$ cat config.mk
export PLATFORM = sky130hd
export DESIGN_NAME = operand_decode_and_q_phase_control
export DESIGN_NICKNAME = d
export VERILOG_FILES = /design/src/rtl/opdec_pkg.sv /design/src/rtl/operand_decode_and_q_phase_control.sv /design/src/rtl/phase_sequencer.sv
export VERILOG_INCLUDE_DIRS = /design/src /design/src/rtl
export SDC_FILE = /design/constraint.sdc
export NUM_CORES = 2
export LEC_CHECK = 0
export BUFFER_PORTS_ARGS = -buffer_cell sky130_fd_sc_hd__clkbuf_2
export CAP_MARGIN = 10
export CORE_ASPECT_RATIO = 1.25
export CORE_MARGIN = 2
export CORE_UTILIZATION = 45
export DETAILED_ROUTE_END_ITERATION = 10
export GPL_ROUTABILITY_DRIVEN = 0
export MAX_ROUTING_LAYER = met4
export SLEW_MARGIN = 5
export SYNTH_ARGS = -nofsm -noshare
export SYNTH_HDL_FRONTEND = slang
export SYNTH_HIERARCHICAL = 1
export SYNTH_SLANG_ARGS = --single-unit
$ cat constraint.sdc
create_clock -name clk_sys -period 24.4 [get_ports clk_sys]
set_clock_uncertainty 0.05 [all_clocks]
set_input_delay 4.88 -clock clk_sys [delete_from_list [all_inputs] [get_ports clk_sys]]
set_output_delay 4.88 -clock clk_sys [all_outputs]
set_load 0.01 [all_outputs]
$ cat src/rtl/opdec_map.svh
// address map, field layout and reset values of the decode core
`ifndef OPDEC_MAP_SVH
`define OPDEC_MAP_SVH
`define F_FIELD 7:0
`define P_FIELD 12:8
`define B_FIELD 10:8
`define DS_BIT 8
`define T_BIT 9
`define I_BIT 8
`define A_CNT_LO 8'h02
`define A_CNT_HOLD 8'h03
`define A_ALU 8'h04
`define A_CPU 8'h06
`define A_HWFLG 8'h07
`define A_ACC 8'h0a
`define A_TPL 8'h0d
`define A_TPH 8'h0e
`define FLG_C 0
`define FLG_HC 1
`define FLG_Z 2
`define FLG_SW 3
`define GID_BIT 4
`define ALU_RST 8'h00
`define CPU_RST 8'h10
`define MASK_ARITH 4'hf
`define MASK_Z 4'h4
`define MASK_NONE 4'h0
`define REG_CTRL 8'h00
`define REG_CORE 8'h04
`define REG_PC 8'h08
`define REG_TBL 8'h0c
`define RESP_OKAY 2'h0
`define RESP_SLVERR 2'h2
`define NOP_WORD 16'h0000
`endif

$ cat src/rtl/opdec_pkg.sv
// types shared by the decode core and its phase sequencer
package opdec_pkg;
  typedef enum logic [3:0] {
    PH_Q1 = 4'h1,
    PH_Q2 = 4'h2,
    PH_Q3 = 4'h4,
    PH_Q4 = 4'h8
  } phase_t;
  typedef enum logic [3:0] {
    OP_NOP, OP_MOVWF, OP_ADD, OP_INC, OP_COM, OP_CLR, OP_SET, OP_MOVPF,
    OP_MOVFP, OP_BCF, OP_BSF, OP_BTG, OP_TLRD, OP_TLWT, OP_TBRD, OP_TBWT
  } op_t;
endpackage : opdec_pkg

$ cat src/rtl/operand_decode_and_q_phase_control.sv
// instruction field decoder and four-phase execution core
//
// The register offsets and the AXI4-Lite register port were chosen for this implementation.
`timescale 1ns/10ps
`include "opdec_map.svh"
module operand_decode_and_q_phase_control
  import opdec_pkg::*;
(
  input  wire logic        clk_sys,
  input  wire logic        rst_n,
  output wire logic [15:0] prog_addr,
  input  wire logic [15:0] instr_word,
  output wire logic [15:0] tbl_addr,
  input  wire logic [15:0] tbl_rd_data,
  output wire logic [15:0] tbl_wr_data,
  output wire logic        tbl_wr_en,
  input  wire logic [7:0]  hw_flag_set,
  output wire logic        global_irq_disable,
  output wire logic [3:0]  cycle_phases,
  input  wire logic        awvalid,
  output wire logic        awready,
  input  wire logic [7:0]  awaddr,
  input  wire logic        wvalid,
  output wire logic        wready,
  input  wire logic [31:0] wdata,
  input  wire logic [3:0]  wstrb,
  output wire logic        bvalid,
  input  wire logic        bready,
  output wire logic [1:0]  bresp,
  input  wire logic        arvalid,
  output wire logic        arready,
  input  wire logic [7:0]  araddr,
  output wire logic        rvalid,
  input  wire logic        rready,
  output wire logic [31:0] rdata,
  output wire logic [1:0]  rresp
);
  phase_t      phase;
  logic [15:0] ir_r;
  logic        cyc2_r;
  logic [7:0]  acc_r;
  logic [7:0]  alu_r;
  logic [7:0]  cnt_lo_r;
  logic [7:0]  cnt_hi_r;
  logic [7:0]  hold_hi_r;
  logic [7:0]  cpu_r;
  logic [15:0] tptr_r;
  logic [15:0] tlat_r;
  logic [7:0]  mem_r [0:255];
  logic [7:0]  opnd_r;
  logic [7:0]  result_r;
  logic [3:0]  flg_r;
  logic [7:0]  hwpend_r;
  logic        run_r;
  logic        twr_en_r;
  logic [15:0] twr_data_r;
  logic        aw_hold_r;
  logic        w_hold_r;
  logic [7:0]  awaddr_r;
  logic [31:0] wdata_r;
  logic        wstrb0_r;
  logic        bvalid_r;
  logic [1:0]  bresp_r;
  logic        rvalid_r;
  logic [31:0] rdata_r;
  logic [1:0]  rresp_r;

  function automatic op_t decode_op(input logic [15:0] w);
    op_t o;
    o = OP_NOP;
    casez (w[15:8])
      8'b0000_0001: o = OP_MOVWF;
      8'b0000_111?: o = OP_ADD;
      8'b0001_010?: o = OP_INC;
      8'b0001_001?: o = OP_COM;
      8'b0010_100?: o = OP_CLR;
      8'b0010_101?: o = OP_SET;
      8'b010?_????: o = OP_MOVPF;
      8'b011?_????: o = OP_MOVFP;
      8'b1000_1???: o = OP_BCF;
      8'b1000_0???: o = OP_BSF;
      8'b0011_1???: o = OP_BTG;
      8'b1010_00??: o = OP_TLRD;
      8'b1010_01??: o = OP_TLWT;
      8'b1010_10??: o = OP_TBRD;
      8'b1010_11??: o = OP_TBWT;
      default:      o = OP_NOP;
    endcase
    return o;
  endfunction : decode_op

  // {ov, dc, c, sum}
  function automatic logic [10:0] add8(input logic [7:0] a, input logic [7:0] b);
    logic [8:0] s;
    logic [4:0] h;
    logic       ov;
    s  = {1'b0, a} + {1'b0, b};
    h  = {1'b0, a[3:0]} + {1'b0, b[3:0]};
    ov = (a[7] == b[7]) && (s[7] != a[7]);
    return {ov, h[4], s[8], s[7:0]};
  endfunction : add8

  function automatic logic is_special(input logic [7:0] a);
    return (a == `A_CNT_LO) || (a == `A_CNT_HOLD) || (a == `A_ALU) || (a == `A_CPU) ||
           (a == `A_ACC) || (a == `A_TPL) || (a == `A_TPH);
  endfunction : is_special

  phase_sequencer u_seq (
    .clk_sys (clk_sys),
    .rst_n   (rst_n),
    .phase   (phase)
  );

  wire q1 = (phase == PH_Q1);
  wire q2 = (phase == PH_Q2);
  wire q3 = (phase == PH_Q3);
  wire q4 = (phase == PH_Q4);

  // decode of the held word; second table cycle runs as a nop
  wire op_t  op      = cyc2_r ? OP_NOP : decode_op(ir_r);
  wire       dbit    = ir_r[`DS_BIT];
  wire       tbit    = ir_r[`T_BIT];
  wire       ibit    = ir_r[`I_BIT];
  wire       tbl_op  = (op == OP_TBRD) || (op == OP_TBWT);
  wire       byte_op = (op == OP_ADD) || (op == OP_INC) || (op == OP_COM);
  wire       alt_op  = (op == OP_CLR) || (op == OP_SET);
  wire [7:0] f_addr  = ir_r[`F_FIELD];
  wire [7:0] p_addr  = {3'h0, ir_r[`P_FIELD]};
  wire [7:0] src_a   = (op == OP_MOVPF) ? p_addr : f_addr;
  wire [7:0] dst_a   = (op == OP_MOVFP) ? p_addr : f_addr;

  wire file_wr = byte_op ? dbit :
                 (op != OP_NOP) && (op != OP_TLWT) && (op != OP_TBWT);
  wire acc_wr  = (byte_op || alt_op) ? !dbit : 1'b0;
  // plain reads only
  // a read-modify-write must not refresh the latch, or the write reloads the old high byte
  wire src_rd  = byte_op || (op == OP_MOVPF) || (op == OP_MOVFP) || (op == OP_BCF) ||
                 (op == OP_BSF) || (op == OP_BTG) || (op == OP_TLWT) || (op == OP_TBWT);
  wire lo_read = src_rd && (src_a == `A_CNT_LO) && !(file_wr && (dst_a == `A_CNT_LO));

  wire [3:0] fmask = ((op == OP_ADD) || (op == OP_INC)) ? `MASK_ARITH :
                     ((op == OP_COM) || (op == OP_MOVPF) || (op == OP_CLR)) ?
                     `MASK_Z : `MASK_NONE;
  wire [7:0] fmask8 = {4'h0, fmask};

  wire [7:0] src_val = (src_a == `A_ACC)    ? acc_r    :
                       (src_a == `A_ALU)    ? alu_r    :
                       (src_a == `A_CNT_LO)   ? cnt_lo_r  :
                       (src_a == `A_CNT_HOLD) ? hold_hi_r :
                       (src_a == `A_CPU)    ? cpu_r    :
                       (src_a == `A_TPL)    ? tptr_r[7:0] :
                       (src_a == `A_TPH)    ? tptr_r[15:8] : mem_r[src_a];

  wire [7:0]  bmask = 8'h01 << ir_r[`B_FIELD];
  wire [10:0] sum_a = add8(acc_r, opnd_r);
  wire [10:0] sum_i = add8(opnd_r, 8'h01);
  wire [10:0] sum   = (op == OP_INC) ? sum_i : sum_a;
  wire [7:0]  tbyte = tbit ? tlat_r[15:8] : tlat_r[7:0];

  // whole byte modified then written back
  wire [7:0] res_val = ((op == OP_ADD) || (op == OP_INC)) ? sum[7:0] :
                       (op == OP_COM)   ? ~opnd_r :
                       (op == OP_MOVWF) ? acc_r :
                       (op == OP_CLR)   ? 8'h00 :
                       (op == OP_SET)   ? 8'hff :
                       (op == OP_BCF)   ? (opnd_r & ~bmask) :
                       (op == OP_BSF)   ? (opnd_r | bmask) :
                       (op == OP_BTG)   ? (opnd_r ^ bmask) :
                       ((op == OP_TLRD) || (op == OP_TBRD)) ? tbyte : opnd_r;
  wire [3:0] flg_val = {sum[10], (res_val == 8'h00), sum[9], sum[8]};

  wire [7:0] alu_wr = ((file_wr && (dst_a == `A_ALU)) ? result_r : alu_r) & ~fmask8 |
                      {4'h0, flg_r} & fmask8;
  wire wr_now = q4 && file_wr;

  // phase one decodes or forces a nop
  always_ff @(posedge clk_sys) begin
    if (!rst_n) begin
      ir_r <= `NOP_WORD;
    end else if (q1 && !cyc2_r) begin
      ir_r <= run_r ? instr_word : `NOP_WORD;
    end
  end

  always_ff @(posedge clk_sys) begin
    if (!rst_n) begin
      cyc2_r <= 1'b0;
    end else if (q4) begin
      cyc2_r <= tbl_op;
    end
  end

  // read in two, process in three
  always_ff @(posedge clk_sys) begin
    if (!rst_n) begin
      opnd_r   <= 8'h00;
      result_r <= 8'h00;
      flg_r    <= 4'h0;
    end else if (q2) begin
      opnd_r <= src_val;
    end else if (q3) begin
      result_r <= res_val;
      flg_r    <= flg_val;
    end
  end

  always_ff @(posedge clk_sys) begin
    if (!rst_n) begin
      acc_r <= 8'h00;
    end else if (q4 && (acc_wr || (file_wr && (dst_a == `A_ACC)))) begin
      acc_r <= result_r;
    end
  end

  always_ff @(posedge clk_sys) begin
    if (!rst_n) begin
      alu_r <= `ALU_RST;
    end else if (q4) begin
      alu_r <= alu_wr;
    end
  end

  // low byte write pulls high byte from latch
  always_ff @(posedge clk_sys) begin
    if (!rst_n) begin
      cnt_lo_r <= 8'h00;
      cnt_hi_r <= 8'h00;
    end else if (wr_now && (dst_a == `A_CNT_LO)) begin
      cnt_lo_r <= result_r;
      cnt_hi_r <= hold_hi_r;
    end else if (q1 && !cyc2_r && run_r) begin
      {cnt_hi_r, cnt_lo_r} <= {cnt_hi_r, cnt_lo_r} + 16'h0001;
    end
  end

  // low byte read snapshots high byte
  always_ff @(posedge clk_sys) begin
    if (!rst_n) begin
      hold_hi_r <= 8'h00;
    end else if (wr_now && (dst_a == `A_CNT_HOLD)) begin
      hold_hi_r <= result_r;
    end else if (q2 && lo_read) begin
      hold_hi_r <= cnt_hi_r;
    end
  end

  always_ff @(posedge clk_sys) begin
    if (!rst_n) begin
      cpu_r <= `CPU_RST;
    end else if (wr_now && (dst_a == `A_CPU)) begin
      cpu_r <= result_r;
    end
  end

  // bump at end of second cycle
  always_ff @(posedge clk_sys) begin
    if (!rst_n) begin
      tptr_r <= 16'h0000;
    end else if (wr_now && (dst_a == `A_TPL)) begin
      tptr_r[7:0] <= result_r;
    end else if (wr_now && (dst_a == `A_TPH)) begin
      tptr_r[15:8] <= result_r;
    end else if (q4 && cyc2_r && ibit) begin
      tptr_r <= tptr_r + 16'h0001;
    end
  end

  always_ff @(posedge clk_sys) begin
    if (!rst_n) begin
      tlat_r <= 16'h0000;
    end else if (q4 && cyc2_r && (decode_op(ir_r) == OP_TBRD)) begin
      tlat_r <= tbl_rd_data;
    end else if (q4 && ((op == OP_TLWT) || (op == OP_TBWT))) begin
      if (tbit) begin
        tlat_r[15:8] <= opnd_r;
      end else begin
        tlat_r[7:0] <= opnd_r;
      end
    end
  end

  // program memory write fires once after the idle cycle
  always_ff @(posedge clk_sys) begin
    if (!rst_n) begin
      twr_en_r   <= 1'b0;
      twr_data_r <= 16'h0000;
    end else begin
      twr_en_r <= q4 && cyc2_r && (decode_op(ir_r) == OP_TBWT);
      if (q4 && cyc2_r) begin
        twr_data_r <= tlat_r;
      end
    end
  end

  // hardware flags held until phase one, set beats that cycle's clear
  always_ff @(posedge clk_sys) begin
    if (!rst_n) begin
      hwpend_r <= 8'h00;
    end else begin
      hwpend_r <= (q1 ? 8'h00 : hwpend_r) | hw_flag_set;
    end
  end

  // flag merge only in phase one, ahead of any operand read
  always_ff @(posedge clk_sys) begin
    if (wr_now && !is_special(dst_a)) begin
      mem_r[dst_a] <= result_r;
    end else if (q1) begin
      mem_r[`A_HWFLG] <= mem_r[`A_HWFLG] | hwpend_r | hw_flag_set;
    end
  end

  // register bus: address and data latched apart, answered together
  wire aw_take = awvalid && awready;
  wire w_take  = wvalid && wready;
  wire do_wr   = aw_hold_r && w_hold_r && !bvalid_r;
  wire wr_ok   = (awaddr_r == `REG_CTRL) || (awaddr_r == `REG_CORE) ||
                 (awaddr_r == `REG_PC) || (awaddr_r == `REG_TBL);
  wire rd_ok   = (araddr == `REG_CTRL) || (araddr == `REG_CORE) ||
                 (araddr == `REG_PC) || (araddr == `REG_TBL);
  wire [31:0] rd_mux = (araddr == `REG_CTRL) ? {31'h0, run_r} :
                       (araddr == `REG_CORE) ? {8'h00, cpu_r, alu_r, acc_r} :
                       (araddr == `REG_PC)   ? {8'h00, hold_hi_r, cnt_hi_r, cnt_lo_r} :
                       (araddr == `REG_TBL)  ? {tptr_r, tlat_r} : 32'h0;

  assign awready = !aw_hold_r;
  assign wready  = !w_hold_r;
  assign arready = !rvalid_r;

  always_ff @(posedge clk_sys) begin
    if (!rst_n) begin
      aw_hold_r <= 1'b0;
      w_hold_r  <= 1'b0;
      awaddr_r  <= 8'h00;
      wdata_r   <= 32'h0;
      wstrb0_r  <= 1'b0;
    end else begin
      if (aw_take) begin
        aw_hold_r <= 1'b1;
        awaddr_r  <= awaddr;
      end else if (do_wr) begin
        aw_hold_r <= 1'b0;
      end
      if (w_take) begin
        w_hold_r <= 1'b1;
        wdata_r  <= wdata;
        wstrb0_r <= wstrb[0];
      end else if (do_wr) begin
        w_hold_r <= 1'b0;
      end
    end
  end

  // only the run bit is writable; status words ignore writes
  always_ff @(posedge clk_sys) begin
    if (!rst_n) begin
      run_r    <= 1'b1;
      bvalid_r <= 1'b0;
      bresp_r  <= `RESP_OKAY;
    end else begin
      if (do_wr && wstrb0_r && (awaddr_r == `REG_CTRL)) begin
        run_r <= wdata_r[0];
      end
      if (do_wr) begin
        bvalid_r <= 1'b1;
        bresp_r  <= wr_ok ? `RESP_OKAY : `RESP_SLVERR;
      end else if (bready) begin
        bvalid_r <= 1'b0;
      end
    end
  end

  always_ff @(posedge clk_sys) begin
    if (!rst_n) begin
      rvalid_r <= 1'b0;
      rdata_r  <= 32'h0;
      rresp_r  <= `RESP_OKAY;
    end else if (arvalid && arready) begin
      rvalid_r <= 1'b1;
      rdata_r  <= rd_mux;
      rresp_r  <= rd_ok ? `RESP_OKAY : `RESP_SLVERR;
    end else if (rready) begin
      rvalid_r <= 1'b0;
    end
  end

  assign bvalid             = bvalid_r;
  assign bresp              = bresp_r;
  assign rvalid             = rvalid_r;
  assign rdata              = rdata_r;
  assign rresp              = rresp_r;
  assign prog_addr          = {cnt_hi_r, cnt_lo_r};
  assign tbl_addr           = tptr_r;
  assign tbl_wr_data        = twr_data_r;
  assign tbl_wr_en          = twr_en_r;
  assign cycle_phases       = phase;
  assign global_irq_disable = cpu_r[`GID_BIT];
endmodule : operand_decode_and_q_phase_control

$ cat src/rtl/phase_sequencer.sv
// four-phase instruction cycle sequencer, one phase per clock
`timescale 1ns/10ps
module phase_sequencer
  import opdec_pkg::*;
(
  input  wire logic clk_sys,
  input  wire logic rst_n,
  output phase_t    phase
);
  phase_t phase_r;
  phase_t phase_nxt;

  always_comb begin
    case (phase_r)
      PH_Q1:   phase_nxt = PH_Q2;
      PH_Q2:   phase_nxt = PH_Q3;
      PH_Q3:   phase_nxt = PH_Q4;
      PH_Q4:   phase_nxt = PH_Q1;
      default: phase_nxt = PH_Q1;
    endcase
  end

  always_ff @(posedge clk_sys) begin
    if (!rst_n) begin
      phase_r <= PH_Q1;
    end else begin
      phase_r <= phase_nxt;
    end
  end

  assign phase = phase_r;
endmodule : phase_sequencer
* Yosys cells after proc, flatten, opt, wreduce, memory -nomap -nowiden
Memories as Yosys holds them, arrays and structs flattened. Cells that the tools add are included.
Word-level totals: flip-flop bits (word level) 197, RAM bits 2048, input port bits 99, output and inout bits 95, logic and storage cells 271, memories 1
Memory list:
- mem_r | words 256, bits a word 8, rd ports 2, clocked after Yosys merged registers in 0, write ports 1, RTL line operand_decode_and_q_phase_control.sv:49 | logic [7:0] mem_r [0:255];
Cells by class: add/subtract/negate cells 6, equal/unequal tests 63, shifts and indexed selects 1, multiplexer cells 66, bitwise gates (word level) 15, reductions and logical operators 89
Operators with widths (number):
- 8-bit two-way mux | 34
- 32-bit two-way mux | 4
- 8-bit by 4-bit == test with 1-bit output, second input constant | 10
- 16-bit two-way mux | 4
- 4-bit one-hot mux with 15 select lines | 1
- 8-bit by 3-bit == test with 1-bit output, second input constant | 6
- 4-bit == test, second input constant | 11
- 16-bit by 1-bit adder with 16-bit output, second input constant | 2
- 8-bit by 2-bit == test with 1-bit output, second input constant | 4
- 1-bit logical AND | 32
- 8-bit OR | 4
- 1-bit logical OR | 29
- 6-bit == test, second input constant | 4
- 8-bit logical NOT | 3
- 4-bit by 3-bit == test with 1-bit output, second input constant | 5
- 2-bit nonzero test | 10
- 8-bit AND | 2
- 8-bit inverter | 2
- 1-bit two-way mux | 15
- 7-bit by 4-bit == test with 1-bit output, second input constant | 2
- 7-bit by 5-bit == test with 1-bit output, second input constant | 2
- 4-bit by 2-bit == test with 1-bit output, second input constant | 3
- 4-bit two-way mux | 3
- 4-bit one-hot mux with 3 select lines | 1
- other kinds (28) | 47

* Longest topological paths before layout
depth in word-level cells 18, depth in mapped cells 21, depth with buffers taken out 13

* Modules after synthesis
Netlist, hierarchy kept.
Modules (own cells, without submodules):
- operand_decode_and_q_phase_control | times used 1, cells each 6415, area each 90533.1 um^2, sequential area each 65322.6 um^2
- phase_sequencer | times used 1, cells each 12, area each 146.4 um^2, sequential area each 80.1 um^2

* Least setup slack after synthesis
Ideal clock, no wire load.
path type input to register, start point in hw_flag_set[0], end point mem mem_r[0][0] (data pin), library setup time 1.579 ns, data arrival time 11.779 ns, data required time 22.771 ns, path slack 10.992 ns, stages 2, path buffers 0, path through nor3_1 a21oi_1
Between the ends: word-level cells in the longest chain between the ends 2
RTL lines:
- from (decl) | RTL line operand_decode_and_q_phase_control.sv:17 | input wire logic [7:0] hw_flag_set,
- 8-bit OR | RTL line operand_decode_and_q_phase_control.sv:309 | mem_r[`A_HWFLG] <= mem_r[`A_HWFLG] | hwpend_r | hw_flag_set;
- 8-bit two-way mux (no source line)
- to (decl) | RTL line operand_decode_and_q_phase_control.sv:49
Every way passes these cells.

* Worst setup path after layout
start point reg ir_r[11], end point reg opnd_r[0]
Between the ends: word-level cells in the longest chain between the ends 13, elaborated cells on any way between the ends 32, classes of those cells eq/ne: 21; mux: 10; memory: 1
RTL lines:
- from (decl) | RTL line operand_decode_and_q_phase_control.sv:39 | logic [15:0] ir_r;
- from (signal assigned) | RTL line operand_decode_and_q_phase_control.sv:179 | ir_r <= `NOP_WORD;
- from (signal assigned) | RTL line operand_decode_and_q_phase_control.sv:181 | ir_r <= run_r ? instr_word : `NOP_WORD;
- 8-bit by 1-bit == test with 1-bit output, or another cell as far along | RTL line operand_decode_and_q_phase_control.sv:71 | casez (w[15:8])
- 4-bit one-hot mux with 15 select lines | RTL line operand_decode_and_q_phase_control.sv:71
- 4-bit two-way mux | RTL line operand_decode_and_q_phase_control.sv:120 | wire op_t op = cyc2_r ? OP_NOP : decode_op(ir_r);
- 4-bit by 3-bit == test with 1-bit output | RTL line operand_decode_and_q_phase_control.sv:129 | wire [7:0] src_a = (op == OP_MOVPF) ? p_addr : f_addr;
- 8-bit two-way mux (*) | RTL line operand_decode_and_q_phase_control.sv:129
- memory read 256 x 8 bit / 8-bit by 4-bit == test with 1-bit output (equally long branches)
- 8-bit two-way mux | RTL line operand_decode_and_q_phase_control.sv:152 | (src_a == `A_TPH) ? tptr_r[15:8] : mem_r[src_a];
- 8-bit two-way mux | RTL line operand_decode_and_q_phase_control.sv:151 | (src_a == `A_TPL) ? tptr_r[7:0] :
- 8-bit two-way mux | RTL line operand_decode_and_q_phase_control.sv:150 | (src_a == `A_CPU) ? cpu_r :
- 8-bit two-way mux | RTL line operand_decode_and_q_phase_control.sv:149 | (src_a == `A_CNT_HOLD) ? hold_hi_r :
- 8-bit two-way mux | RTL line operand_decode_and_q_phase_control.sv:148 | (src_a == `A_CNT_LO) ? cnt_lo_r :
- 8-bit two-way mux | RTL line operand_decode_and_q_phase_control.sv:147 | (src_a == `A_ALU) ? alu_r :
- 8-bit two-way mux (*) | RTL line operand_decode_and_q_phase_control.sv:146 | wire [7:0] src_val = (src_a == `A_ACC) ? acc_r :
- to (signal assigned) | RTL line operand_decode_and_q_phase_control.sv:200 | opnd_r <= src_val;
- to (decl) | RTL line operand_decode_and_q_phase_control.sv:50 | logic [7:0] opnd_r;
Every way passes the cells marked *; elsewhere a longest branch is shown, timed or not. A chain may end at the register's enable or synchronous reset.

==> results.toml <==
[setup_path]
end_kind = "flip-flop"
worstPathArrival_ps = 8970
worstSetupPathType = "flip-flop to flip-flop"
cp.required_ps = 25050
r2r_slack_ps = 16090
critPathMaxFanout = 110
cpMostUsedCell = "nor4_1"
crit_chain = "nor2b_2 -> o21ai_1 -> a21oi_2 -> o211a_1 -> buf_4 -> mux2i_4 -> buf_4 -> buf_12 -> buf_12 -> mux2i_1 -> o22ai_1 -> or4_1 -> nor4_1 -> nor4_1 -> or4_1 -> nor4_1 -> o21ai_1"
start_kind = "flip-flop"
cpMaxStageDelayCell = "nor4_1"
slowest_delay_ps = 1070

[pwr]
p_leak_nw = 35.57
powerDensity_nw_per_um2 = 106.9
total_power_mw = 10.88
irDropWorstVdd_v = 0.0001079

[yosys]
synth.most_common_cell = "edfxtp_1"
ys_warn_count = 6
yosys-top-cells-area = "edfxtp_1 68%, mux2i_1 6.1%, dfxtp_1 4.3%"
synth-seq-cells = 2243
synth_cell_types = 86
yosys.area.top_type = "edfxtp_1"
synth_top_area_share_pct = 67.82
syn_area_um2 = 90680
synthCells = 6427
synth.avg_cell_area_um2 = 14.11
synth_edf_count = 2048
synth_common_cells = "2048 x edfxtp_1, 806 x nand2_1, 549 x mux2i_1"
synth-seq-area-share_pct = 72.13
async_flop_share_pct = 0
ys.flop_type = "edfxtp_1"

[detailed_routing]
firstDrtPassIters = 8
num_vias = 57130
dr.first_iter.drc_count = 6814
ant_nets = 0
drt_wl_total_mm = 274.2
drc = 0
wire_per_inst_um = 28.97
viasPerCell = 6.035

[clock_network]
clk_path_buf_depth = 3
hold_buffers = 0
cts-htree-levels = 4
post_cts_buffers = 0
clockRootBuffer = "clkbuf_16"
cts_made_buffers = 206
cts_tree = "built"
cts_resized = 0
cts.sinks = 2243
insertion_delay_ps = 880
path_clk_slew_ps = 70

[global_route]
antenna_found_initial = 9
grt_max_degree = 195
globalRouteOverflowTotal = 0
grt_pass1_wl_mm = 390.9
grt_pass1_vias = 54500
grt_usage_pct = 27.10

[sta]
finalMaxSlewViolations = 0
rsz0062_at_grt = "no"
fin_crit_sh_pct = 34.07
hold_viol_final = 0
tightest_slew_ps = 1412
setup-violations-final = 0
slew_headroom_pct = 4.885
clock.fmax_mhz = 120.3
setup_tns_ps = 0
period_needed_ps = 8314

[floorplanning]
dieArea_um2 = 205100
initial_utilization_pct = 45.17
die_w_um = 405.5
ios = 194
coreArea_um2 = 200800
die_h_um = 505.9
fp-row-count = 184

[placed_design]
dp_hpwl_mm = 166.0
io_buffers = 157

[layout]
regArea_um2 = 65400
fill_cells = 16980
multiInputGateArea_um2 = 23800
drive_above_1_share_pct = 10.66
syn_to_final_growth_pct = 12.20
finalNetCount = 6717

[flow_run]
cap_violations = 0

[worst_hold_path]
min_path_type = "flip-flop to flip-flop"

[outcome]
status = "finished clean"
==> through the flow <==
step / util, % / setup WS, ps / hold WS, ps / cell area (µm²) / instances
2_1_floorplan: - / 10990 / 386.4 / 90890 / 6484
3_3_place_gp: 47.24 / 15950 / 392.5 / 94830 / 9074
3_5_place_dp: 47.24 / 15870 / 395.8 / 94840 / 9075
4_1_cts: 50.67 / 16340 / 404.4 / 101700 / 9459
5_1_grt: 50.67 / 15860 / 416.7 / 101700 / 9463
6_report: 50.68 / 16090 / 404.2 / 101700 / 9467
==> final timing paths <==
kind	from	end	depth (start not counted)
setup / recovery	ir_r[11]$_SDFFE_PN0P_	opnd_r[0]$_SDFFE_PN0N_	17
setup reg to reg	ir_r[11]$_SDFFE_PN0P_	opnd_r[0]$_SDFFE_PN0N_	17
hold reg to reg	tbl_wr_data[0]$_SDFFE_PN0P_	tbl_wr_data[0]$_SDFFE_PN0P_	2
hold / removal	tbl_wr_data[0]$_SDFFE_PN0P_	tbl_wr_data[0]$_SDFFE_PN0P_	2
==> placed cells by master (no fill, tap or decap), types with 51 or more instances in the layout <==
cell type  netlist  final
edfxtp_1      2048   2048
nand2_1        806    804
mux2i_1        549    545
nor2_1         507    505
a21oi_1        461    452
o22ai_1        236    236
clkbuf_16        0    210
dfxtp_1        195    195
clkbuf_2         0    159
buf_4           44    150
a211oi_1       138    138
nor4_1         135    130
a22oi_1        106    106
o21ai_0         75     75
nor3_1          69     69
a221oi_1        65     65
nand3_1         66     62
nor2b_1         59     59
conb_1           1     58
a22o_1          51     51
==> state kept, by name (all words and copies together), names as in the netlist, 8 cells and up, named ones only <==
signal       cells
mem_r         2048
rdata           32
ir_r            16
tbl_addr        16
tbl_wr_data     16
tlat_r          16
acc_r            8
awaddr_r         8
cnt_hi_r         8
cnt_lo_r         8
cpu_r            8
hold_hi_r        8
hwpend_r         8
opnd_r           8
result_r         8
==> metal layers <==
metal  global-route usage, %  wire length (µm)  part of all wire (%)
met1                   33.95            104900                    38
met2                   42.89            131400                    48
met3                   4.421             22520                   8.2
met4                   13.33             15430                   5.6
met5                       -                 0                     0
==> critical path: cells and delay by family, from the launching register on <==
family | cells | cell delay [ps]
AOI/OAI and AO/OA | 5 | 1010
buffers and inverters | 4 | 2200
DFF | 1 | 870
muxes | 2 | 630
and+or+nand+nor | 6 | 3200
==> cell type report <==
cell class              count  share of cell area, %
clock inverters           129                  1.369
clock buffers             255                  5.393
well taps                2697                  3.317
flip-flops and latches   2243                  64.29
multi-input cells        3788                  23.39
repair buffers            320                  2.120
inverters                  27                 0.1021
diodes                      8                0.01968
==> kinds of logic after synthesis <==
| family | after synthesis | synth area share (%) |
|---|---|---|
| muxes | 587 | 6.873 |
| DFF | 2243 | 72.13 |
| and+or+nand+nor | 1779 | 8.602 |
| xor gates and xnor gates | 39 | 0.3767 |
| adders and majority gates | 32 | 0.4498 |
| other | 1 | 0.004135 |
| AOI/OAI and AO/OA | 1293 | 9.253 |
| buffers and inverters | 453 | 2.317 |
==> report_power, final <==
part,switching (mW),internal [mW],leakage (nW)
clock,1.44,1.85,3.36
sequential,0.0594,4.94,20.1
combinational,2.01,0.582,12.1
total,3.51,7.37,35.6
Power figures use the tool's default switching activity.
